### src/dps_pkg.sv
// constants and types shared by the phase shift control block
package dps_pkg;

	// ==========================================================
	// register map (byte addresses)
	localparam logic [3:0] CTRL_OFFSET = 4'h0;
	localparam logic [3:0] START_OFFSET = 4'h4;
	localparam logic [3:0] STATUS_OFFSET = 4'h8;
	localparam logic [3:0] PHASE_OFFSET = 4'hC;

	// ==========================================================
	// field positions
	localparam int CTRL_MODE_LSB = 0;
	localparam int CTRL_WAIT_BIT = 2;
	localparam int CTRL_RATIO_LSB = 8;
	localparam int STATUS_OVF_BIT = 0;
	localparam int STATUS_LOCK_BIT = 1;
	localparam int STATUS_BUSY_BIT = 2;
	localparam int STATUS_HOLD_BIT = 3;
	localparam int PHASE_FRAC_LSB = 16;

	// ==========================================================
	// modes and step states
	typedef enum logic [1:0] {
		MODE_NONE = 2'b00,
		MODE_FIXED = 2'b01,
		MODE_VARIABLE = 2'b10
	} dps_mode_type;

	typedef enum logic [1:0] {
		ST_IDLE = 2'b00,
		ST_SETTLE = 2'b01,
		ST_SYNC = 2'b10,
		ST_DONE = 2'b11
	} dps_step_type;

	// ==========================================================
	// values after reset and limits
	localparam dps_mode_type MODE_RESET = MODE_NONE;
	localparam logic [8:0] START_RESET = 9'h000;
	localparam logic [4:0] RATIO_RESET = 5'h02;
	localparam logic [4:0] RATIO_MIN = 5'h02;
	localparam logic [4:0] RATIO_MAX = 5'h10;
	localparam logic signed [9:0] NUM_MAX = 10'sh0FF;
	localparam logic signed [9:0] NUM_MIN = -10'sh0FF;

	// ==========================================================
	// cycle counts and delay range limit
	localparam int SETTLE_REF_CYCLES = 100;
	localparam int SYNC_STEP_EDGES = 3;
	localparam int LOCK_REF_CYCLES = 64;
	localparam int DELAY_RANGE_LIMIT = 255;

endpackage : dps_pkg

### src/dps_clock_divider.sv
// divided clock output with 50/50 duty cycle
`timescale 1ns/1ps

module dps_clock_divider
	import dps_pkg::*;
#(
	parameter int RATIO_WIDTH = 5
)
(
	input wire logic clk,
	input wire logic rst,
	input wire logic enable,
	input wire logic [RATIO_WIDTH-1:0] ratio,
	output logic dividedClockOut
);

	logic [RATIO_WIDTH-1:0] countFf;
	logic [RATIO_WIDTH-1:0] nxt_count;
	logic [RATIO_WIDTH-1:0] halfCount;
	logic riseHalfFf;
	logic fallHalfFf;

	// ==========================================================
	// period counter
	assign halfCount = RATIO_WIDTH'((ratio + 1'b1) >> 1);
	assign nxt_count = (countFf >= ratio - 1'b1) ? '0 : countFf + 1'b1;

	always_ff @(posedge clk or posedge rst)
	begin
		if (rst)
			countFf <= '0;
		else if (!enable)
			countFf <= '0;
		else
			countFf <= nxt_count;
	end

	// ==========================================================
	// half-cycle trim for odd ratios
	always_ff @(posedge clk or posedge rst)
	begin
		if (rst)
			riseHalfFf <= 1'b0;
		else
			riseHalfFf <= enable && (nxt_count < halfCount);
	end

	always_ff @(negedge clk or posedge rst)
	begin
		if (rst)
			fallHalfFf <= 1'b0;
		else
			fallHalfFf <= riseHalfFf;
	end

	// held low while disabled; even ratios use the plain half
	assign dividedClockOut = ratio[0] ? (riseHalfFf & fallHalfFf) : riseHalfFf;

endmodule : dps_clock_divider

### src/dps_phase_shift_ctrl.sv
// control logic of the clock manager fine phase shift and lock status
//
// What this block does
// - a step takes effect within 100 reference cycles plus three step clock edges.
// - step_done pulses high for exactly one step clock period when done.
// - output phase jumps from old to new setting in one cycle; the slide field ramps only during settle; no glitches.
// - step_done means nothing in none or fixed mode; it stays low.
// - mode is none, fixed or variable, default none; none ignores the numerator.
// - start numerator takes any value -255 to 255, used in fixed and variable.
// - variable mode starts stepping from the configured numerator.
// - status bit zero flags numerator beyond +-255 or delay range exceeded.
// - reset drops the lock indicator.
// - divide and mode settings survive a unit reset.
// - output clocks stop low while in reset.
// - lock asserts only after lock; outputs held off before it.
// - with wait enabled, configuration completion is held until lock.
// - divided clock has 50/50 duty cycle; default ratio is 2.
`timescale 1ns/1ps

module dps_phase_shift_ctrl
	import dps_pkg::*;
#(
	parameter int LOCK_CYCLES = LOCK_REF_CYCLES,
	parameter int SETTLE_CYCLES = SETTLE_REF_CYCLES,
	parameter int RANGE_LIMIT = DELAY_RANGE_LIMIT
)
(
	input wire logic clk,
	input wire logic rst,
	input wire logic cfgRst,
	input wire logic [3:0] avmAddress,
	input wire logic avmRead,
	input wire logic avmWrite,
	input wire logic [31:0] avmWritedata,
	input wire logic [3:0] avmByteenable,
	output logic [31:0] avmReaddata,
	output logic avmWaitrequest,
	input wire logic phaseStepClock,
	input wire logic stepRequest,
	input wire logic stepDirection,
	output logic stepDone,
	output logic locked,
	output logic statusOverflow,
	output logic configDoneHold,
	output logic [8:0] appliedOffset,
	output logic dividedClockOut
);

	logic ackFf;
	logic busWrite;
	logic busRead;
	logic [31:0] byteMask;
	logic [31:0] ctrlWord;
	logic [31:0] startWord;
	logic [31:0] statusWord;
	logic [31:0] phaseWord;
	logic [31:0] nxt_ctrl;
	logic [31:0] nxt_start;
	logic [31:0] nxt_readdata;
	dps_mode_type modeFf;
	logic waitEnableFf;
	logic [4:0] ratioFf;
	logic signed [8:0] startFf;
	logic [31:0] readdataFf;
	logic [15:0] lockCountFf;
	logic lockedFf;
	logic stepClockPrevFf;
	logic stepEdge;
	dps_step_type stateFf;
	logic [7:0] settleCountFf;
	logic [7:0] slideFf;
	logic [1:0] edgeCountFf;
	logic dirFf;
	logic signed [9:0] phaseFf;
	logic signed [9:0] nxt_phase;
	logic [9:0] nxt_magnitude;
	logic stepOutOfRange;
	logic applyStep;
	logic overflowFf;
	logic stepDoneFf;
	logic [8:0] appliedOffsetFf;
	logic variableMode;

	// ==========================================================
	// bus slave: one wait cycle, then the answer
	assign avmWaitrequest = (avmRead | avmWrite) & ~ackFf;
	assign busWrite = avmWrite & ~avmWaitrequest;
	assign busRead = avmRead & ~avmWaitrequest;
	assign avmReaddata = readdataFf;

	always_ff @(posedge clk or posedge rst)
	begin
		if (rst)
			ackFf <= 1'b0;
		else
			ackFf <= (avmRead | avmWrite) & ~ackFf;
	end

	always_comb
	begin
		for (int i = 0; i < 4; i++)
			byteMask[8*i +: 8] = {8{avmByteenable[i]}};
	end

	// ==========================================================
	// register views
	assign ctrlWord = {19'h0_0000, ratioFf, 5'h00, waitEnableFf, modeFf};
	assign startWord = {{23{startFf[8]}}, startFf};
	assign statusWord = {28'h000_0000, configDoneHold, (stateFf != ST_IDLE), lockedFf,
		overflowFf};
	assign phaseWord = {8'h00, slideFf, 7'h00, appliedOffsetFf};
	assign nxt_ctrl = (ctrlWord & ~byteMask) | (avmWritedata & byteMask);
	assign nxt_start = (startWord & ~byteMask) | (avmWritedata & byteMask);

	always_comb
	begin
		case (avmAddress)
			CTRL_OFFSET: nxt_readdata = ctrlWord;
			START_OFFSET: nxt_readdata = startWord;
			STATUS_OFFSET: nxt_readdata = statusWord;
			PHASE_OFFSET: nxt_readdata = phaseWord;
			default: nxt_readdata = 32'h0000_0000;
		endcase
	end

	always_ff @(posedge clk or posedge rst)
	begin
		if (rst)
			readdataFf <= 32'h0000_0000;
		else if (avmRead && !ackFf)
			readdataFf <= nxt_readdata;
	end

	// ==========================================================
	// configuration, cleared only by cfgRst
	always_ff @(posedge clk or posedge cfgRst)
	begin
		if (cfgRst)
		begin
			modeFf <= MODE_RESET;
			waitEnableFf <= 1'b0;
			ratioFf <= RATIO_RESET;
		end
		else if (busWrite && avmAddress == CTRL_OFFSET)
		begin
			case (nxt_ctrl[CTRL_MODE_LSB +: 2])
				MODE_NONE: modeFf <= MODE_NONE;
				MODE_FIXED: modeFf <= MODE_FIXED;
				MODE_VARIABLE: modeFf <= MODE_VARIABLE;
				default: modeFf <= modeFf;
			endcase
			waitEnableFf <= nxt_ctrl[CTRL_WAIT_BIT];
			if (nxt_ctrl[CTRL_RATIO_LSB +: 5] < RATIO_MIN)
				ratioFf <= RATIO_MIN;
			else if (nxt_ctrl[CTRL_RATIO_LSB +: 5] > RATIO_MAX)
				ratioFf <= RATIO_MAX;
			else
				ratioFf <= nxt_ctrl[CTRL_RATIO_LSB +: 5];
		end
	end

	always_ff @(posedge clk or posedge cfgRst)
	begin
		if (cfgRst)
			startFf <= START_RESET;
		else if (busWrite && avmAddress == START_OFFSET)
		begin
			if (nxt_start[8:0] == 9'h100)
				startFf <= NUM_MIN[8:0];
			else
				startFf <= nxt_start[8:0];
		end
	end

	// ==========================================================
	// lock indication
	always_ff @(posedge clk or posedge rst)
	begin
		if (rst)
		begin
			lockCountFf <= 16'h0000;
			lockedFf <= 1'b0;
		end
		else if (!lockedFf)
		begin
			lockCountFf <= lockCountFf + 1'b1;
			if (lockCountFf == 16'(LOCK_CYCLES - 1))
				lockedFf <= 1'b1;
		end
	end

	assign locked = lockedFf;
	assign configDoneHold = waitEnableFf & ~lockedFf;

	// ==========================================================
	// step handshake
	assign variableMode = (modeFf == MODE_VARIABLE) && lockedFf;
	assign stepEdge = phaseStepClock & ~stepClockPrevFf;

	always_ff @(posedge clk or posedge rst)
	begin
		if (rst)
			stepClockPrevFf <= 1'b0;
		else
			stepClockPrevFf <= phaseStepClock;
	end

	assign nxt_phase = dirFf ? phaseFf + 10'sd1 : phaseFf - 10'sd1;
	assign nxt_magnitude = nxt_phase[9] ? 10'(-nxt_phase) : nxt_phase;
	assign stepOutOfRange = (nxt_phase > NUM_MAX) || (nxt_phase < NUM_MIN)
		|| (nxt_magnitude > 10'(RANGE_LIMIT));
	assign applyStep = (stateFf == ST_SYNC) && stepEdge
		&& (edgeCountFf == 2'(SYNC_STEP_EDGES - 1));

	always_ff @(posedge clk or posedge rst)
	begin
		if (rst)
		begin
			stateFf <= ST_IDLE;
			settleCountFf <= 8'h00;
			edgeCountFf <= 2'b00;
			dirFf <= 1'b0;
		end
		else if (!variableMode)
		begin
			stateFf <= ST_IDLE;
			settleCountFf <= 8'h00;
			edgeCountFf <= 2'b00;
		end
		else
		begin
			case (stateFf)
				ST_IDLE:
				begin
					if (stepEdge && stepRequest)
					begin
						stateFf <= ST_SETTLE;
						dirFf <= stepDirection;
						settleCountFf <= 8'h00;
					end
				end
				ST_SETTLE:
				begin
					settleCountFf <= settleCountFf + 1'b1;
					if (settleCountFf == 8'(SETTLE_CYCLES - 1))
					begin
						stateFf <= ST_SYNC;
						edgeCountFf <= 2'b00;
					end
				end
				ST_SYNC:
				begin
					if (stepEdge)
					begin
						edgeCountFf <= edgeCountFf + 1'b1;
						if (applyStep)
							stateFf <= ST_DONE;
					end
				end
				ST_DONE:
				begin
					if (stepEdge && stepRequest)
					begin
						stateFf <= ST_SETTLE;
						dirFf <= stepDirection;
						settleCountFf <= 8'h00;
					end
					else if (stepEdge)
						stateFf <= ST_IDLE;
				end
				default: stateFf <= ST_IDLE;
			endcase
		end
	end

	// requests in settle or sync fall through untouched

	always_ff @(posedge clk or posedge rst)
	begin
		if (rst)
			stepDoneFf <= 1'b0;
		else if (!variableMode)
			stepDoneFf <= 1'b0;
		else if (applyStep)
			stepDoneFf <= 1'b1;
		else if (stepEdge)
			stepDoneFf <= 1'b0;
	end

	assign stepDone = stepDoneFf;

	// ==========================================================
	// phase numerator and gradual slide
	always_ff @(posedge clk or posedge rst)
	begin
		if (rst)
			slideFf <= 8'h00;
		else if (stateFf == ST_SETTLE)
			slideFf <= settleCountFf;
		else
			slideFf <= 8'h00;
	end

	always_ff @(posedge clk or posedge rst)
	begin
		if (rst)
			phaseFf <= 10'sd0;
		else if (!lockedFf || modeFf != MODE_VARIABLE)
			phaseFf <= 10'(startFf);
		else if (applyStep && !stepOutOfRange)
			phaseFf <= nxt_phase;
	end

	always_ff @(posedge clk or posedge rst)
	begin
		if (rst)
			overflowFf <= 1'b0;
		else if (applyStep && stepOutOfRange)
			overflowFf <= 1'b1;
		else if (busWrite && avmAddress == STATUS_OFFSET
			&& avmByteenable[0] && avmWritedata[STATUS_OVF_BIT])
			overflowFf <= 1'b0;
	end

	assign statusOverflow = overflowFf;

	always_ff @(posedge clk or posedge rst)
	begin
		if (rst)
			appliedOffsetFf <= 9'h000;
		else if (modeFf == MODE_NONE || !lockedFf)
			appliedOffsetFf <= 9'h000;
		else
			appliedOffsetFf <= phaseFf[8:0];
	end

	assign appliedOffset = appliedOffsetFf;

	// ==========================================================
	// divided clock, stopped low in reset and before lock
	dps_clock_divider #(
		.RATIO_WIDTH(5)
	) uDivider (
		.clk(clk),
		.rst(rst),
		.enable(lockedFf),
		.ratio(ratioFf),
		.dividedClockOut(dividedClockOut)
	);

endmodule : dps_phase_shift_ctrl

### config.mk
export PLATFORM = sky130hd
export DESIGN_NAME = dps_phase_shift_ctrl
export DESIGN_NICKNAME = d
export VERILOG_FILES = /design/src/dps_pkg.sv /design/src/dps_clock_divider.sv /design/src/dps_phase_shift_ctrl.sv
export SDC_FILE = /design/constraint.sdc
export NUM_CORES = 1
export LEC_CHECK = 0
export ABC_AREA = 1
export ABC_CLOCK_PERIOD_IN_PS = 4450
export BUFFER_PORTS_ARGS = -buffer_cell sky130_fd_sc_hd__buf_2
export CORE_MARGIN = 2
export CORE_UTILIZATION = 30
export CTS_BUF_LIST = sky130_fd_sc_hd__clkbuf_4 sky130_fd_sc_hd__clkbuf_8
export DETAILED_ROUTE_END_ITERATION = 12
export HOLD_SLACK_MARGIN = 0.15
export PLACE_DENSITY = 0.47
export SLEW_MARGIN = 15
export SYNTH_ARGS = -nofsm -noshare
export SYNTH_HDL_FRONTEND = slang
export SYNTH_SLANG_ARGS = --single-unit
### constraint.sdc
create_clock -name clk -period 4.45 [get_ports clk]
set_clock_uncertainty 0.2 [all_clocks]
set_input_delay 0.89 -clock clk [delete_from_list [all_inputs] [get_ports clk]]
set_output_delay 0.89 -clock clk [all_outputs]
set_load 0.05 [all_outputs]
==> impl_metrics.py, run 1 <==
metrics = {
    "run": {
        "maxCapViolCount": 0,
    },
    "grt": {
        "grtUsageMet3_pct": 3.132,
        "top_usage_layer": "met2",
        "overflow": 0,
        "grt_util_met1_pct": 21.05,
        "grt_pass1_wl_mm": 24.23,
        "use_met2_pct": 24.44,
        "grt_max_degree": 55,
        "grt_usage_pct": 15.28,
        "antenna_found_initial": 0,
        "grt_pass1_vias": 4541,
    },
    "synth": {
        "synth-edff-count": 0,
        "ys_ff_latch": 107,
        "yosysUniqueCellTypes": 40,
        "synthFlopType": "dfrtp_1",
        "syn_area_per_cell_um2": 7.934,
        "syn-num-nets": 812,
        "ys_seq_area_share_pct": 45.88,
        "ys_async_sr_fraction_pct": 100.0,
        "ys_warn_count": 0,
        "netlist_area_mm2": 0.005839,
        "syn_inst": 736,
    },
    "sta": {
        "setup_viol": 0,
        "rsz0062_at_grt": "false",
        "final_hold_viol_count": 0,
        "tightestPinTransition_ps": 1024,
        "finalMaxSlewViolations": 0,
        "relSlewSlack_pct": 31.26,
        "timing.setup.tns_ps": 0,
    },
    "cells_and_area": {
        "drive_gt1_share_pct": 13.09,
        "area_delta_synth_final_pct": 13.33,
        "diodes": 0,
        "nets": 873,
        "layout_commonest_cell": "nand2_1",
        "layout_common_cells": "191 x nand2_1, 105 x dfrtp_1, 103 x inv_1, 72 x buf_2, 64 x nand3_1",
    },
    "placed_design": {
        "port_buffers": 73,
        "place_hpwl_mm": 11.27,
        "place.gp.congestion": 0.8066,
    },
    "power": {
        "p_leak_nw": 3.525,
        "intPower_w": 0.001528,
        "sw_frac_of_total_pct": 36.13,
        "peakVddDrop_mv": 0.1242,
        "power_density_mw_per_mm2": 361.6,
        "p_total_w": 0.002393,
        "seq_power_share_pct": 48.2,
        "p_clk_share_pct": 25.3,
        "p_comb_share_pct": 26.5,
        "p_sw_w": 0.0008646,
    },
    "floorplanning": {
        "rows": 51,
        "die_x_um": 143.5,
        "start_util_pct": 30.30,
        "ioPinCount": 95,
        "dieArea_mm2": 0.02060,
        "die_h_um": 143.5,
        "core_mm2": 0.01927,
    },
    "routing": {
        "wl_mm": 14.79,
        "drt-pass1-iter-count": 4,
        "drc": 0,
        "detail-route-antenna-nets": 0,
        "wl_per_cell_um": 13.86,
        "via_per_inst": 4.456,
        "vias": 4755,
        "drt_iter0_drc": 206,
    },
    "clock_network": {
        "ctsHoldBuffers": 0,
        "cts_made_buffers": 9,
        "path_clk_slew_ps": 100,
        "insertion_delay_ps": 390,
        "htreeDepth": 3,
        "clock_sinks": 107,
        "clock_path_buffers": 2,
        "root_buffer": "clkbuf_8",
        "cts_tree": "done",
    },
    "critical_path": {
        "slowest_delay_ps": 390,
        "crit_family": "flip-flops",
        "required_ps": 3360,
        "path_cells": "o21a_1 -> buf_4",
        "cpMaxStageDelayCell": "dfrtn_1",
        "arrival_ps": 3300,
        "cp_num_cells": 2,
        "cp-start-kind": "flop",
        "cp_max_fo": 1,
        "worstRegToRegCells": 14,
        "worstSetupPathType": "reg2out",
        "critPathCaptureType": "output port",
        "cp.buffers_inverters": 1,
    },
    "min_path": {
        "min_path_cells": 1,
        "hp-class": "reg2reg",
    },
    "outcome": {
        "status": "complete, no violations",
    },
}
flip-flops by register name, summed over array words and instances (netlist names), 5 cells and up, named ones only:
signal	cells
startFf	9
appliedOffset	9
slideFf	8
settleCountFf	8
ratioFf	5
lockCountFf	16
uDivider.countFf	5
avmReaddata	22
phaseFf	10
Yosys cell counts, types with 3 or more instances:
library cell | instances | area (um^2)
a221oi_1 | 3 | 26.28
dfrtp_1 | 105 | 2628
inv_1 | 104 | 390.4
xor2_1 | 17 | 148.9
o21ai_0 | 51 | 255.2
clkbuf_1 | 12 | 45.04
nand4_1 | 9 | 56.30
nor4_1 | 6 | 37.54
o21a_1 | 6 | 45.04
xnor2_1 | 10 | 87.58
buf_4 | 12 | 90.09
nor3_1 | 8 | 40.04
nand3_1 | 64 | 320.3
ha_1 | 27 | 337.8
nand2_1 | 191 | 716.9
a21oi_1 | 18 | 90.09
o22ai_1 | 6 | 37.54
inv_2 | 4 | 15.01
nor2_1 | 55 | 206.5
kinds of logic (layout without fill, tap and decap cells):
logic type	Yosys count	in the layout	synth area share (%)
adders and majority gates	28	28	6.128
DFF	107	107	45.88
xor gates and xnor gates	27	27	4.050
buffers and inverters	137	203	9.621
muxes	1	1	0.1714
and+or+nand+nor	340	340	24.77
AOI/OAI and AO/OA	96	96	9.385
per-stage QoR:
| step | utilization, % | worst slack, ps | std cells | hold slack (ps) | cell area (um^2) |
|---|---|---|---|---|---|
| finish | 34.34 | 63.20 | 1067 | 262.3 | 6618 |
| global route | 34.34 | 26.68 | 1067 | 274.9 | 6618 |
| CTS | 34.34 | 39.56 | 1067 | 265.7 | 6618 |
| detailed placement | 33.32 | 378.6 | 1051 | 244.7 | 6421 |
| global placement | 33.32 | 380.3 | 1051 | 245.6 | 6421 |
| floorplan | - | 179.3 | 736 | 233.0 | 5843 |
final timing paths:
path	start	to	slack [ps]
setup reg to reg	dirFf	phaseFf[7]	1270
hold reg to reg	ackFf	ackFf	260
hold / removal	ackFf	ackFf	260
setup / recovery	uDivider.fallHalfFf	dividedClockOut	60
max in group asynchronous	rst	uDivider.fallHalfFf	1590
min in group asynchronous	cfgRst	startFf[3]	420
layer usage:
layer | vias up | share of wire [%]
met5 | - | 0
met2 | 63 | 46
met3 | 14 | 3.9
li1 | 2474 | -
met4 | 0 | 1.2
met1 | 2204 | 48
power by group through the flow:
stage / Clock, W / Combinational [W] / Sequential, W
CTS: 0.000633 / 0.000645 / 0.00115
global route: 0.000673 / 0.000731 / 0.00117
finish: 0.000606 / 0.000633 / 0.00115
detailed placement: 0 / 0.000643 / 0.00117
global placement: 0 / 0.000644 / 0.00118
floorplan: 0 / 0.000462 / 0.00118
what timing repair did:
action,in CTS,in global routing
gates resized for setup,1,0
setup endpoints to repair,1,0
buffers inserted,0,0
endpoints found under the hold margin,0,0
area by class of cell:
class,instances,area [um^2]
Clock buffer,13,172.7
Multi-Input combinational cell,492,2599
Timing Repair Buffer,77,397.9
Fill cell,2092,12650
Inverter,110,416.7
Clock inverter,3,21.27
Sequential cell,107,2679
Tap cell,265,331.6
Power figures use the tool's default switching activity.
==> run 2, diff against run 1 <==
CTS_BUF_LIST = sky130_fd_sc_hd__clkbuf_16   (was sky130_fd_sc_hd__clkbuf_4 sky130_fd_sc_hd__clkbuf_8)
==> impl_metrics.py, run 2 (synthesized netlist as in run 1, its figures left out) <==
metrics = {
    "outcome": {
        "status": "complete, no violations",
    },
    "cells_and_area": {
        "drive_gt1_share_pct": 12.59,
        "area_delta_synth_final_pct": 14.48,
        "layout_commonest_cell": "nand2_1",
        "nets": 873,
        "largest_reg_flops": 22,
        "layout_common_cells": "191 x nand2_1, 105 x dfrtp_1, 104 x inv_1, 72 x buf_2, 64 x nand3_1",
        "diodes": 0,
    },
    "routing": {
        "drc": 0,
        "drt-pass1-iter-count": 4,
        "vias": 4741,
        "detail-route-antenna-nets": 0,
        "wl_per_cell_um": 13.89,
        "drt_iter0_drc": 188,
        "via_per_inst": 4.443,
        "wl_mm": 14.82,
    },
    "critical_path": {
        "path_cells": "o21a_1 -> buf_4",
        "slowest_delay_ps": 380,
        "worstSetupPathType": "reg2out",
        "critPathCaptureType": "output port",
        "cpMaxStageDelayCell": "dfrtn_1",
        "cp-start-kind": "flop",
        "required_ps": 3360,
        "arrival_ps": 3280,
        "cp_max_fo": 1,
    },
    "power": {
        "p_leak_nw": 3.555,
        "power_density_mw_per_mm2": 378.5,
        "peakVddDrop_mv": 0.1723,
    },
    "clock_network": {
        "cts_tree": "done",
        "clock_sinks": 107,
        "path_clk_slew_ps": 70,
        "cts_resized": 1,
        "htreeDepth": 3,
        "ctsHoldBuffers": 0,
        "clock_path_buffers": 2,
        "insertion_delay_ps": 350,
        "root_buffer": "clkbuf_16",
        "cts_made_buffers": 9,
        "post-cts-setup-buffers": 0,
    },
    "sta": {
        "rsz0062_at_grt": "false",
        "final_hold_viol_count": 0,
        "worst_slack_ps": 77.75,
        "setup_viol": 0,
        "tightestPinTransition_ps": 1008,
        "finalMaxSlewViolations": 0,
        "relSlewSlack_pct": 32.34,
        "timing.setup.tns_ps": 0,
    },
    "placed_design": {
        "dpl_worst_slack_ps": 378.6,
        "place.gp.congestion": 0.8066,
        "port_buffers": 73,
        "place_hpwl_mm": 11.27,
    },
    "floorplanning": {
        "core_mm2": 0.01927,
        "start_util_pct": 30.30,
        "die_h_um": 143.5,
        "rows": 51,
        "ioPinCount": 95,
        "die_x_um": 143.5,
        "dieArea_mm2": 0.02060,
    },
    "grt": {
        "antenna_found_initial": 0,
        "grt_usage_pct": 15.24,
        "overflow": 0,
        "grt_pass1_wl_mm": 24.22,
        "grt_pass1_vias": 4569,
        "grt_max_degree": 55,
    },
    "min_path": {
        "hp-class": "reg2reg",
    },
    "run": {
        "maxCapViolCount": 0,
    },
}
-- run 2: cell types whose count changed in the layout (fill, tap and decap cells not counted), sizes merged --
cell and delta:
clkbuf -4, clkinv +3, inv +1
-- run 2: area by class of cell --
type | count | area (um^2)
Clock buffer | 9 | 225.2
Clock inverter | 7 | 36.28
Fill cell | 2088 | 12590
Inverter | 110 | 416.7
Multi-Input combinational cell | 492 | 2599
Sequential cell | 107 | 2679
Tap cell | 265 | 331.6
Timing Repair Buffer | 77 | 397.9
-- run 2: path summary, 6_finish.rpt --
check	startpoint	to	slack [ps]	cells after the start
setup / recovery	uDivider.fallHalfFf	dividedClockOut	80	2
hold / removal	ackFf	ackFf	260	1
setup reg to reg	dirFf	phaseFf[7]	1270	14
hold reg to reg	ackFf	ackFf	260	1
max in group asynchronous	rst	uDivider.fallHalfFf	1570	2
min in group asynchronous	cfgRst	startFf[3]	460	2
-- run 2: layer usage --
metal | GRT usage, % | routed length, um | share of wire [%] | vias to the layer above
met5 | 0 | 0 | 0 | -
met4 | 3.870 | 163 | 1.1 | 0
met3 | 3.132 | 565 | 3.8 | 11
met2 | 24.49 | 6925 | 47 | 67
met1 | 21.01 | 7162 | 48 | 2184
li1 | - | - | - | 2479
-- run 2: worst max-delay path, delay by kind of cell (launching register included) --
kind / cells / cell delay, ps
compound gates: 1 / 130
buf+inv: 1 / 190
flops: 1 / 380
-- run 2: power breakdown --
part | switching (W) | leakage (nW) | internal [W] | total, W
registers | 0.0000941 | 1.40 | 0.00106 | 0.00115
clock network | 0.000369 | 0.129 | 0.000373 | 0.000742
logic | 0.000422 | 2.02 | 0.000211 | 0.000633
-- run 2: through the flow --
| step | instance area [um^2] | util (%) | power, W | instances | hold WS, ps |
|---|---|---|---|---|---|
| finish | 6685 | 34.69 | 0.002530 | 1067 | 257.9 |
| global route | 6685 | 34.69 | 0.002707 | 1067 | 269.4 |
| CTS | 6685 | 34.69 | 0.002571 | 1067 | 261.2 |
| detailed placement | 6421 | 33.32 | 0.001816 | 1051 | 244.7 |
| global placement | 6421 | 33.32 | 0.001820 | 1051 | 245.6 |
| floorplan | 5843 | - | 0.001643 | 736 | 233.0 |
